`src/verilog/gpe_pkg.sv`:
```
// gpe_pkg: constants for the general-purpose event block
// assumes byte-wide system i/o accesses from the host bus
package gpe_pkg;
  // i/o byte addresses of the two banks (blocks are 32-bit aligned)
  localparam logic [15:0] GPE_BANK0_BASE    = 16'h0040;
  localparam logic [15:0] GPE_BANK1_BASE    = 16'h0044;
  localparam int          GPE_BANK_WIDTH    = 8;
  localparam int          GPE_BLOCK_LEN     = 2;
  localparam logic [15:0] GPE_STS_OFFSET    = 16'h0000;
  localparam logic [15:0] GPE_EN_OFFSET     = 16'h0001;
  // generic i/o space bits
  localparam logic [15:0] GPE_POL33_ADDR    = 16'h0033;
  localparam int          GPE_POL33_BIT     = 2;
  localparam logic [15:0] GPE_COVER_CTL     = 16'h0201;
  localparam logic [15:0] GPE_COVER_STS     = 16'h0202;
  localparam int          GPE_COVER_POL_BIT = 0;
  localparam int          GPE_COVER_FLG_BIT = 1;
  localparam logic [15:0] GPE_EC_QUERY_ADDR = 16'h0062;
  localparam logic [7:0]  GPE_EC_QUERY_CMD  = 8'h84;
  // event wiring in bank 0
  localparam int          GPE_COVER_EVT     = 1;
  localparam int          GPE_EC_EVT        = 0;
  localparam int          GPE_RING_EVT      = 2;
  // query answers
  localparam logic [7:0]  GPE_QRY_MAINS     = 8'h22;
  localparam logic [7:0]  GPE_QRY_DOCK      = 8'h23;
  localparam logic [7:0]  GPE_QRY_NONE      = 8'h00;
  localparam logic [7:0]  GPE_RST_VAL       = 8'h00;
  typedef enum logic [1:0] {
    GPE_EC_IDLE  = 2'b00,
    GPE_EC_PEND  = 2'b01
  } gpe_ec_e;
endpackage

```
`src/verilog/gpe_bank_if.sv`:
```
// gpe_bank_if: per-bank status/enable carrier between top and bank
// assumes one clock domain
`timescale 1ns/1ps
`default_nettype none
interface gpe_bank_if #(parameter int W = 8);
  logic [W-1:0] evt;
  logic [W-1:0] sts_w1c;
  logic         en_we;
  logic [W-1:0] en_wdata;
  logic [W-1:0] sts;
  logic [W-1:0] en;
  logic         pend;
  modport top (output evt, output sts_w1c, output en_we, output en_wdata,
               input sts, input en, input pend);
  modport bank (input evt, input sts_w1c, input en_we, input en_wdata,
                output sts, output en, output pend);
endinterface
`default_nettype wire

```
`src/verilog/gpe_bank.sv`:
```
// gpe_bank: one status/enable register pair
// assumes events are synchronous active-high levels
`timescale 1ns/1ps
`default_nettype none
module gpe_bank
  import gpe_pkg::*;
#(
  parameter int W = 8
) (
  // clock and reset
  input  wire logic clk_sys,
  input  wire logic sys_rst,
  // register side
  gpe_bank_if.bank  bk
);
  logic [W-1:0] sts_q, sts_d, en_q, en_d;

  always_comb begin
    // set wins over a write-one clear
    sts_d = (sts_q & ~bk.sts_w1c) | bk.evt;
    en_d  = bk.en_we ? bk.en_wdata : en_q;
  end

  always_ff @(posedge clk_sys) begin
    if (sys_rst) begin
      sts_q <= W'(GPE_RST_VAL);
      en_q  <= W'(GPE_RST_VAL);
    end else begin
      sts_q <= sts_d;
      en_q  <= en_d;
    end
  end

  assign bk.sts  = sts_q;
  assign bk.en   = en_q;
  assign bk.pend = |(sts_q & en_q);
endmodule
`default_nettype wire

```
`src/verilog/gpe_top.sv`:
```
// gpe_top: general-purpose event block with cover switch and ec query
// assumes host does byte i/o reads and writes, one cycle strobes
`timescale 1ns/1ps
`default_nettype none
//////////////////////////////////////////////////////////////////////////////
// What this block does
// - active event sets its status bit
// - only a written one clears status
// - status pairs with same-position enable bit
// - enabled set status raises the interrupt
// - enabled status wakes a sleeping system
// - byte accesses, each lane decoded alone
// - status first half, enable second half
// - all status and enable reset zero
// - cover flag sets when level matches polarity
// - polarity also at bit 2 of 33h
// - cover control 0x201, status 0x202
// - cover flag feeds bank0 bit one
// - child flags propagate without own enables
// - mains detect gives query value 34
// - docking event gives query value 35
// - two banks, each 32-bit aligned
//////////////////////////////////////////////////////////////////////////////
module gpe_top
  import gpe_pkg::*;
#(
  parameter int W = GPE_BANK_WIDTH
) (
  // clock and reset
  input  wire logic         clk_sys,
  input  wire logic         sys_rst,
  // system i/o byte port
  input  wire logic [15:0]  io_addr,
  input  wire logic         io_wr,
  input  wire logic         io_rd,
  input  wire logic [7:0]   io_wdata,
  output var  logic [7:0]   io_rdata,
  output var  logic         io_hit,
  // event inputs
  input  wire logic [W-1:0] evt_bank0_in,
  input  wire logic [W-1:0] evt_bank1_in,
  input  wire logic         cover_level,
  input  wire logic         mains_detect_n,
  input  wire logic         docking_event,
  // system side
  input  wire logic         sleeping,
  output var  logic         system_control_interrupt,
  output var  logic         wake_request
);
  //////////////////////////////////////////////////////////////////////////////
  function automatic logic hit(input logic [15:0] a, input logic [15:0] r);
    hit = (a == r);
  endfunction

  gpe_bank_if #(.W(W)) b0 ();
  gpe_bank_if #(.W(W)) b1 ();

  gpe_bank #(.W(W)) u_bank0 (.clk_sys(clk_sys), .sys_rst(sys_rst), .bk(b0));
  gpe_bank #(.W(W)) u_bank1 (.clk_sys(clk_sys), .sys_rst(sys_rst), .bk(b1));

  //////////////////////////////////////////////////////////////////////////////
  // cover switch child logic
  logic cover_pol_q, cover_pol_d, cover_flag_q, cover_flag_d;
  logic cover_match;
  logic wr_ctl, wr_sts, wr_p33;

  assign wr_ctl = io_wr && hit(io_addr, GPE_COVER_CTL);
  assign wr_sts = io_wr && hit(io_addr, GPE_COVER_STS);
  assign wr_p33 = io_wr && hit(io_addr, GPE_POL33_ADDR);
  assign cover_match = (cover_level == cover_pol_q);

  always_comb begin
    cover_pol_d = cover_pol_q;
    if (wr_ctl) begin
      cover_pol_d = io_wdata[GPE_COVER_POL_BIT];
    end else if (wr_p33) begin
      cover_pol_d = io_wdata[GPE_POL33_BIT];
    end
    // child flag: write-one clear, set wins
    cover_flag_d = (cover_flag_q & ~(wr_sts & io_wdata[GPE_COVER_FLG_BIT]))
                   | cover_match;
  end

  always_ff @(posedge clk_sys) begin
    if (sys_rst) begin
      cover_pol_q  <= 1'b0;
      cover_flag_q <= 1'b0;
    end else begin
      cover_pol_q  <= cover_pol_d;
      cover_flag_q <= cover_flag_d;
    end
  end

  //////////////////////////////////////////////////////////////////////////////
  // embedded controller query events; docking child has no enable
  logic   mains_q, mains_d, dock_q, dock_d;
  logic   ec_rd_qry, ec_active;
  logic [7:0] qry_val;
  gpe_ec_e ec_state;

  assign ec_rd_qry = io_rd && hit(io_addr, GPE_EC_QUERY_ADDR);

  always_comb begin
    // a query read retires the highest waiting event, new events still latch
    mains_d = mains_q | ~mains_detect_n;
    dock_d  = dock_q | docking_event;
    qry_val = GPE_QRY_NONE;
    if (mains_q) begin
      qry_val = GPE_QRY_MAINS;
    end else if (dock_q) begin
      qry_val = GPE_QRY_DOCK;
    end
    if (ec_rd_qry && mains_q) begin
      mains_d = ~mains_detect_n;
    end else if (ec_rd_qry && dock_q) begin
      dock_d = docking_event;
    end
  end

  always_ff @(posedge clk_sys) begin
    if (sys_rst) begin
      mains_q <= 1'b0;
      dock_q  <= 1'b0;
    end else begin
      mains_q <= mains_d;
      dock_q  <= dock_d;
    end
  end

  assign ec_active = mains_q | dock_q;
  assign ec_state  = ec_active ? GPE_EC_PEND : GPE_EC_IDLE;

  //////////////////////////////////////////////////////////////////////////////
  // parent event wiring and register decode
  logic sel_s0, sel_e0, sel_s1, sel_e1;

  always_comb begin
    b0.evt = evt_bank0_in;
    b0.evt[GPE_COVER_EVT] = evt_bank0_in[GPE_COVER_EVT] | cover_flag_q;
    b0.evt[GPE_EC_EVT] = evt_bank0_in[GPE_EC_EVT] | (ec_state == GPE_EC_PEND);
    b1.evt = evt_bank1_in;
  end

  // each byte address decodes alone; status first, enable second half
  assign sel_s0 = hit(io_addr, GPE_BANK0_BASE + GPE_STS_OFFSET);
  assign sel_e0 = hit(io_addr, GPE_BANK0_BASE + GPE_EN_OFFSET);
  assign sel_s1 = hit(io_addr, GPE_BANK1_BASE + GPE_STS_OFFSET);
  assign sel_e1 = hit(io_addr, GPE_BANK1_BASE + GPE_EN_OFFSET);

  assign b0.sts_w1c  = (io_wr && sel_s0) ? io_wdata[W-1:0] : '0;
  assign b1.sts_w1c  = (io_wr && sel_s1) ? io_wdata[W-1:0] : '0;
  assign b0.en_we    = io_wr && sel_e0;
  assign b1.en_we    = io_wr && sel_e1;
  assign b0.en_wdata = io_wdata[W-1:0];
  assign b1.en_wdata = io_wdata[W-1:0];

  //////////////////////////////////////////////////////////////////////////////
  // read data registered; unmapped addresses read zero
  logic [7:0] rdata_d, rdata_q;
  logic       hit_d, hit_q;

  always_comb begin
    rdata_d = 8'h00;
    hit_d   = 1'b0;
    if (io_rd) begin
      hit_d = 1'b1;
      if (sel_s0) begin
        rdata_d = 8'(b0.sts);
      end else if (sel_e0) begin
        rdata_d = 8'(b0.en);
      end else if (sel_s1) begin
        rdata_d = 8'(b1.sts);
      end else if (sel_e1) begin
        rdata_d = 8'(b1.en);
      end else if (hit(io_addr, GPE_COVER_CTL)) begin
        rdata_d[GPE_COVER_POL_BIT] = cover_pol_q;
      end else if (hit(io_addr, GPE_COVER_STS)) begin
        rdata_d[GPE_COVER_FLG_BIT] = cover_flag_q;
      end else if (hit(io_addr, GPE_POL33_ADDR)) begin
        rdata_d[GPE_POL33_BIT] = cover_pol_q;
      end else if (ec_rd_qry) begin
        rdata_d = qry_val;
      end else begin
        hit_d = 1'b0;
      end
    end
  end

  always_ff @(posedge clk_sys) begin
    if (sys_rst) begin
      rdata_q <= 8'h00;
      hit_q   <= 1'b0;
    end else begin
      rdata_q <= rdata_d;
      hit_q   <= hit_d;
    end
  end

  assign io_rdata = rdata_q;
  assign io_hit   = hit_q;

  //////////////////////////////////////////////////////////////////////////////
  // interrupt is a plain level, no latch, so it drops as soon as bits clear
  assign system_control_interrupt = b0.pend | b1.pend;
  assign wake_request = sleeping & (b0.pend | b1.pend);
endmodule
`default_nettype wire

```
`config.mk`:
```
export PLATFORM = sky130hd
export DESIGN_NAME = gpe_top
export DESIGN_NICKNAME = d
export VERILOG_FILES = /design/src/verilog/gpe_pkg.sv /design/src/verilog/gpe_bank_if.sv /design/src/verilog/gpe_bank.sv /design/src/verilog/gpe_top.sv
export SDC_FILE = /design/constraint.sdc
export NUM_CORES = 1
export LEC_CHECK = 0
export BUFFER_PORTS_ARGS = -buffer_cell sky130_fd_sc_hd__buf_2
export CELL_PAD_IN_SITES_DETAIL_PLACEMENT = 0
export CELL_PAD_IN_SITES_GLOBAL_PLACEMENT = 1
export CORE_UTILIZATION = 42
export DETAILED_ROUTE_END_ITERATION = 12
export GPL_ROUTABILITY_DRIVEN = 0
export PLACE_DENSITY = 0.93
export SLEW_MARGIN = 20
export SYNTH_ARGS = -nofsm -noshare
export SYNTH_HDL_FRONTEND = slang
export SYNTH_HIERARCHICAL = 1
export SYNTH_SLANG_ARGS = --single-unit
```
`constraint.sdc`:
```
create_clock -name clk_sys -period 3.9 [get_ports clk_sys]
set_input_delay 0.585 -clock clk_sys [delete_from_list [all_inputs] [get_ports clk_sys]]
set_output_delay 0.585 -clock clk_sys [all_outputs]
set_load 0.01 [all_outputs]
```
After elaboration in Yosys (flattened, before gate mapping)
Cells that the tools add are included.
{ "word_totals": {"wordCells": 86, "input_bits": 48, "reg_bits": 45, "output_inout_bits": 11} }
{ "classes": {"reduce_logical": 14, "n_mux": 31, "bitwise_logic": 21, "eq_ne": 10} }
{ "op_table": {"columns": ["op", "n"], "rows": [
  ["$eq A16 B7 Y1 const B", 5],
  ["$mux W8", 7],
  ["$and A8 B8 Y8", 4],
  ["$eq A16 B10 Y1 const B", 2],
  ["$mux W1", 18],
  ["$mux W6", 3],
  ["$eq A16 B6 Y1 const B", 1],
  ["$not A8 Y8", 2],
  ["$or A8 B8 Y8", 2],
  ["$reduce_or A8 Y1", 2],
  ["$logic_and A1 B1 Y1", 10],
  ["$mux W7", 1],
  ["$or A1 B1 Y1", 7],
  ["$mux W5", 1],
  ["$and A1 B1 Y1", 3],
  ["$not A1 Y1", 3],
  ["$mux W2", 1],
  ["$reduce_bool A2 Y1", 1],
  ["$reduce_or A2 Y1", 1],
  ["$eq A1 B1 Y1", 1],
  ["$eq A1 B1 Y1 const B", 1]
]} }

Depth between registers and ports, before layout
{ "depth": {"word_depth": 10, "mapped_depth": 9, "mapped_depth_nobuf": 7} }

By module
The synthesis kept the hierarchy.
{ "modules_own_cells": {"columns": ["module", "instances", "seq_area_each_um2", "area_per_inst_um2", "cells_each"], "rows": [
  ["gpe_bank", 2, 320.3, 624.3, 64],
  ["gpe_top", 1, 260.2, 1031.0, 135]
]} }

Least setup slack after synthesis
Ideal clock, no wire load.
{ "synth_path": {"kind": "input to register", "from": "input io_addr[7]", "to": "register u_bank1.en_q[0], in the netlist u_bank1/bk.en[0]", "cell_stages": 9, "required_ps": 3786, "arrival_ps": 2196, "setup_slack_ps": 1589, "path_buffers": 2, "setup_ps": 114, "cell_sequence": "or4_1 nor3_4 and3_1 buf_6 nand2_1 nor2_1 buf_6 mux2i_1 nor2_1"} }
{ "synth_via": {"elab_chain_cells": 2} }
{ "synth_rtl": {"columns": ["item", "line_no", "text"], "rows": [
  ["from (decl)", "gpe_top.sv:33", "input wire logic [15:0] io_addr,"],
  ["$eq A16 B7 Y1", "gpe_top.sv:52", "hit = (a == r);"],
  ["$logic_and A1 B1 Y1", "gpe_top.sv:153", "assign b1.en_we = io_wr && sel_e1;"],
  ["via b1.en_we", "gpe_bank_if.sv:8", "logic en_we;"],
  ["to (signal assigned)", "gpe_bank.sv:27", "en_q <= W'(GPE_RST_VAL);"],
  ["to (signal assigned)", "gpe_bank.sv:30", "en_q <= en_d;"],
  ["to (decl)", "gpe_bank.sv:16", "logic [W-1:0] sts_q, sts_d, en_q, en_d;"]
]} }
The timed path passes the listed nets, and every way through them passes these cells.
A chain may end at the register's enable or synchronous reset.

Worst setup path in the final report
{ "layout_path": {"from": "input io_addr[7]", "to": "register u_bank1.en_q[5], in the netlist u_bank1/bk.en[5]"} }
The elaborated chain is that of the path after synthesis.

==> out/results.ini <==
[worst_hold_path]
min_path_type=in2reg
holdPathStages=2

[drt]
first_iter_violations=177
routed_wl_um=5370
post_drt_wl_per_cell_um=13.84
postRouteAntennaNets=0
dr.pass1.iters=4
drc=0
viasPerCell=5.209
vias=2021

[yosys]
yosysWarnings=6
async_reset_ff_share_pct=0
synth_seq_cells=45
syn_nets=311
syn_area_per_cell_um2=8.668
ys_types=46
syn_inst=263
synth_top_flop_cell=dfxtp_1
seq_area_frac_synth_pct=39.52
netlist_area_um2=2280
synth_edf_count=0

[timing]
clock_skew_ps=8.913
hold_violations=0
worst_pin_slew_ps=727.6
setup_violations=0
fin_crit_ps=2598
fin_crit_sh_pct=66.62
setup_ws_ps=1302
finalMaxSlewViolations=0
fmax_mhz=384.9
relSlewSlack_pct=51.49
rsz0062_at_grt=false
finalSetupTns_ps=0
hold_slack_ps=452.4

[layout]
num-nets-final=365
drive_gt1_share_pct=27.67
multiInputGateArea_um2=1202
layout_commonest_cell=buf_2
area.growth.synth_to_final_pct=16.47
regArea_um2=900.9
nFillCells=514
diodes=0
final_cell_mix=buf_2 (58), dfxtp_1 (45), nor2_1 (38), a21oi_1 (23), mux2i_1 (22)
final_cells=388

[cts]
cts_sinks=45
cts_post_setup_buffers_inserted=0
clkLatencyLatePin_ps=310
cts-buffers-inserted=5
cts_max_level=2
ctsLongestPathBuffers=2
tritoncts=built
clk_pin_slew_ps=80
clock-root-buffer=clkbuf_8
ctsHoldBuffers=0
cts-resized-gates=0

[job]
max-cap-violations=0

[setup_path]
critPathMaxFanout=8
critPathSlowestCell=or4_1
cp.required_ps=4070
start_kind=input pin
worstSetupPathType=in2reg
cpPeakStageDelay_ps=580
crit_path_frequent_cell=nor2_1
endpoint_kind=flop
path_cells=buf_2 > or4_1 > nor3_4 > and3_1 > nand2_1 > nor2_1 > buf_4 > mux2i_1 > nor2_1
reg2reg_depth=4
arrival_ps=2760

[power]
power.total_uw=863.7
power_density_nw_per_um2=325.3
peakVddDrop_v=0.0002037
power.leakage_uw=0.001211

[global_routing]
grt_pass1_vias=1870
grt_antenna_before_repair=0
grt_max_degree=38
grt_util_all_layers_pct=20.47
globalRouteOverflowTotal=0
grt_pass1_wl_um=8721

[placed_design]
dp_hpwl_um=3912
portBuffers=58
pre_cts_ws_ps=1016
dp.cells=380

[die]
die_h_um=75.68
core_area_um2=5172
num_rows=26
ioPinCount=59
dieWidth_um=75.68
initial_core_util_pct=44.07
die-area_um2=5727

[run_status]
status=complete, no violations

==> critical path, delay by kind of cell <==
kind                   cells  cell delay, ps
and+or+nand+nor            6            1630
muxes                      1             200
buffers and inverters      2             330
==> stage by stage <==
step	instance area [µm²]	util, %
3_3_place_gp	2567	49.64
3_5_place_dp	2567	49.64
2_1_floorplan	2280	-
4_1_cts	2655	51.33
5_1_grt	2655	51.33
6_report	2655	51.33
==> power by group <==
group	internal (µW)	switching, µW	total, µW	leakage, µW
Sequential	473	12.3	486	0.000369
Combinational	38.7	49.2	87.8	0.000805
Clock	126	164	290	0.0000374
==> sequential cells by signal, summed over array words and instances (netlist names) <==
signal          cells
io_hit              1
mains_q             1
u_bank0/bk.en       8
dock_q              1
u_bank0/bk.sts      8
cover_flag_q        1
io_rdata            8
u_bank1/bk.sts      8
u_bank1/bk.en       8
cover_pol_q         1
==> cell usage after synthesis, types with 3 or more instances <==
master	instances	area, µm²
dfxtp_1	45	900.9
buf_6	7	78.83
nand2_1	15	56.30
o211a_1	7	70.07
nand2b_1	16	100.1
o22ai_1	5	31.28
inv_1	19	71.32
a22oi_1	8	60.06
mux2i_1	22	220.2
buf_2	3	15.01
a21oi_2	4	35.03
or2b_1	4	30.03
nor2_2	7	43.79
nor2_1	38	142.6
a21oi_1	23	115.1
==> worst paths after layout <==
kind	start	slack, ps	end
min reg2reg	u_bank0/bk.sts[7]	500	u_bank0/bk.sts[7]
max	io_addr[7]	1300	u_bank1/bk.en[5]
max reg2reg	u_bank1/bk.sts[0]	2840	io_rdata[0]
min	mains_detect_n	450	mains_q
==> cell families (layout without fill, tap and decap cells) <==
logic type | after synthesis | after routing | share of synthesized area [%]
AO/OA/AOI/OAI | 57 | 57 | 17.40
multiplexers | 23 | 23 | 10.15
buffers and inverters | 32 | 87 | 7.739
AND/OR/NAND/NOR | 105 | 105 | 24.81
XOR/XNOR | 1 | 1 | 0.3843
flip-flops | 45 | 45 | 39.52
==> per-layer routing <==
layer  vias up  GRT usage (%)  wire, µm
met5         -              0         0
met4         0          6.584        59
met3         7          4.497       268
met2        57          32.84      2548
met1       945          27.44      2493
li1       1012              -         -
==> layout make-up <==
cell class | instances | area share, %
Clock buffer | 6 | 2.733
Clock inverter | 2 | 0.5655
Inverter | 19 | 2.686
Multi-Input combinational cell | 186 | 45.29
Sequential cell | 45 | 33.93
Tap cell | 70 | 3.299
Timing Repair Buffer | 60 | 11.50
Power figures use the tool's default switching activity.
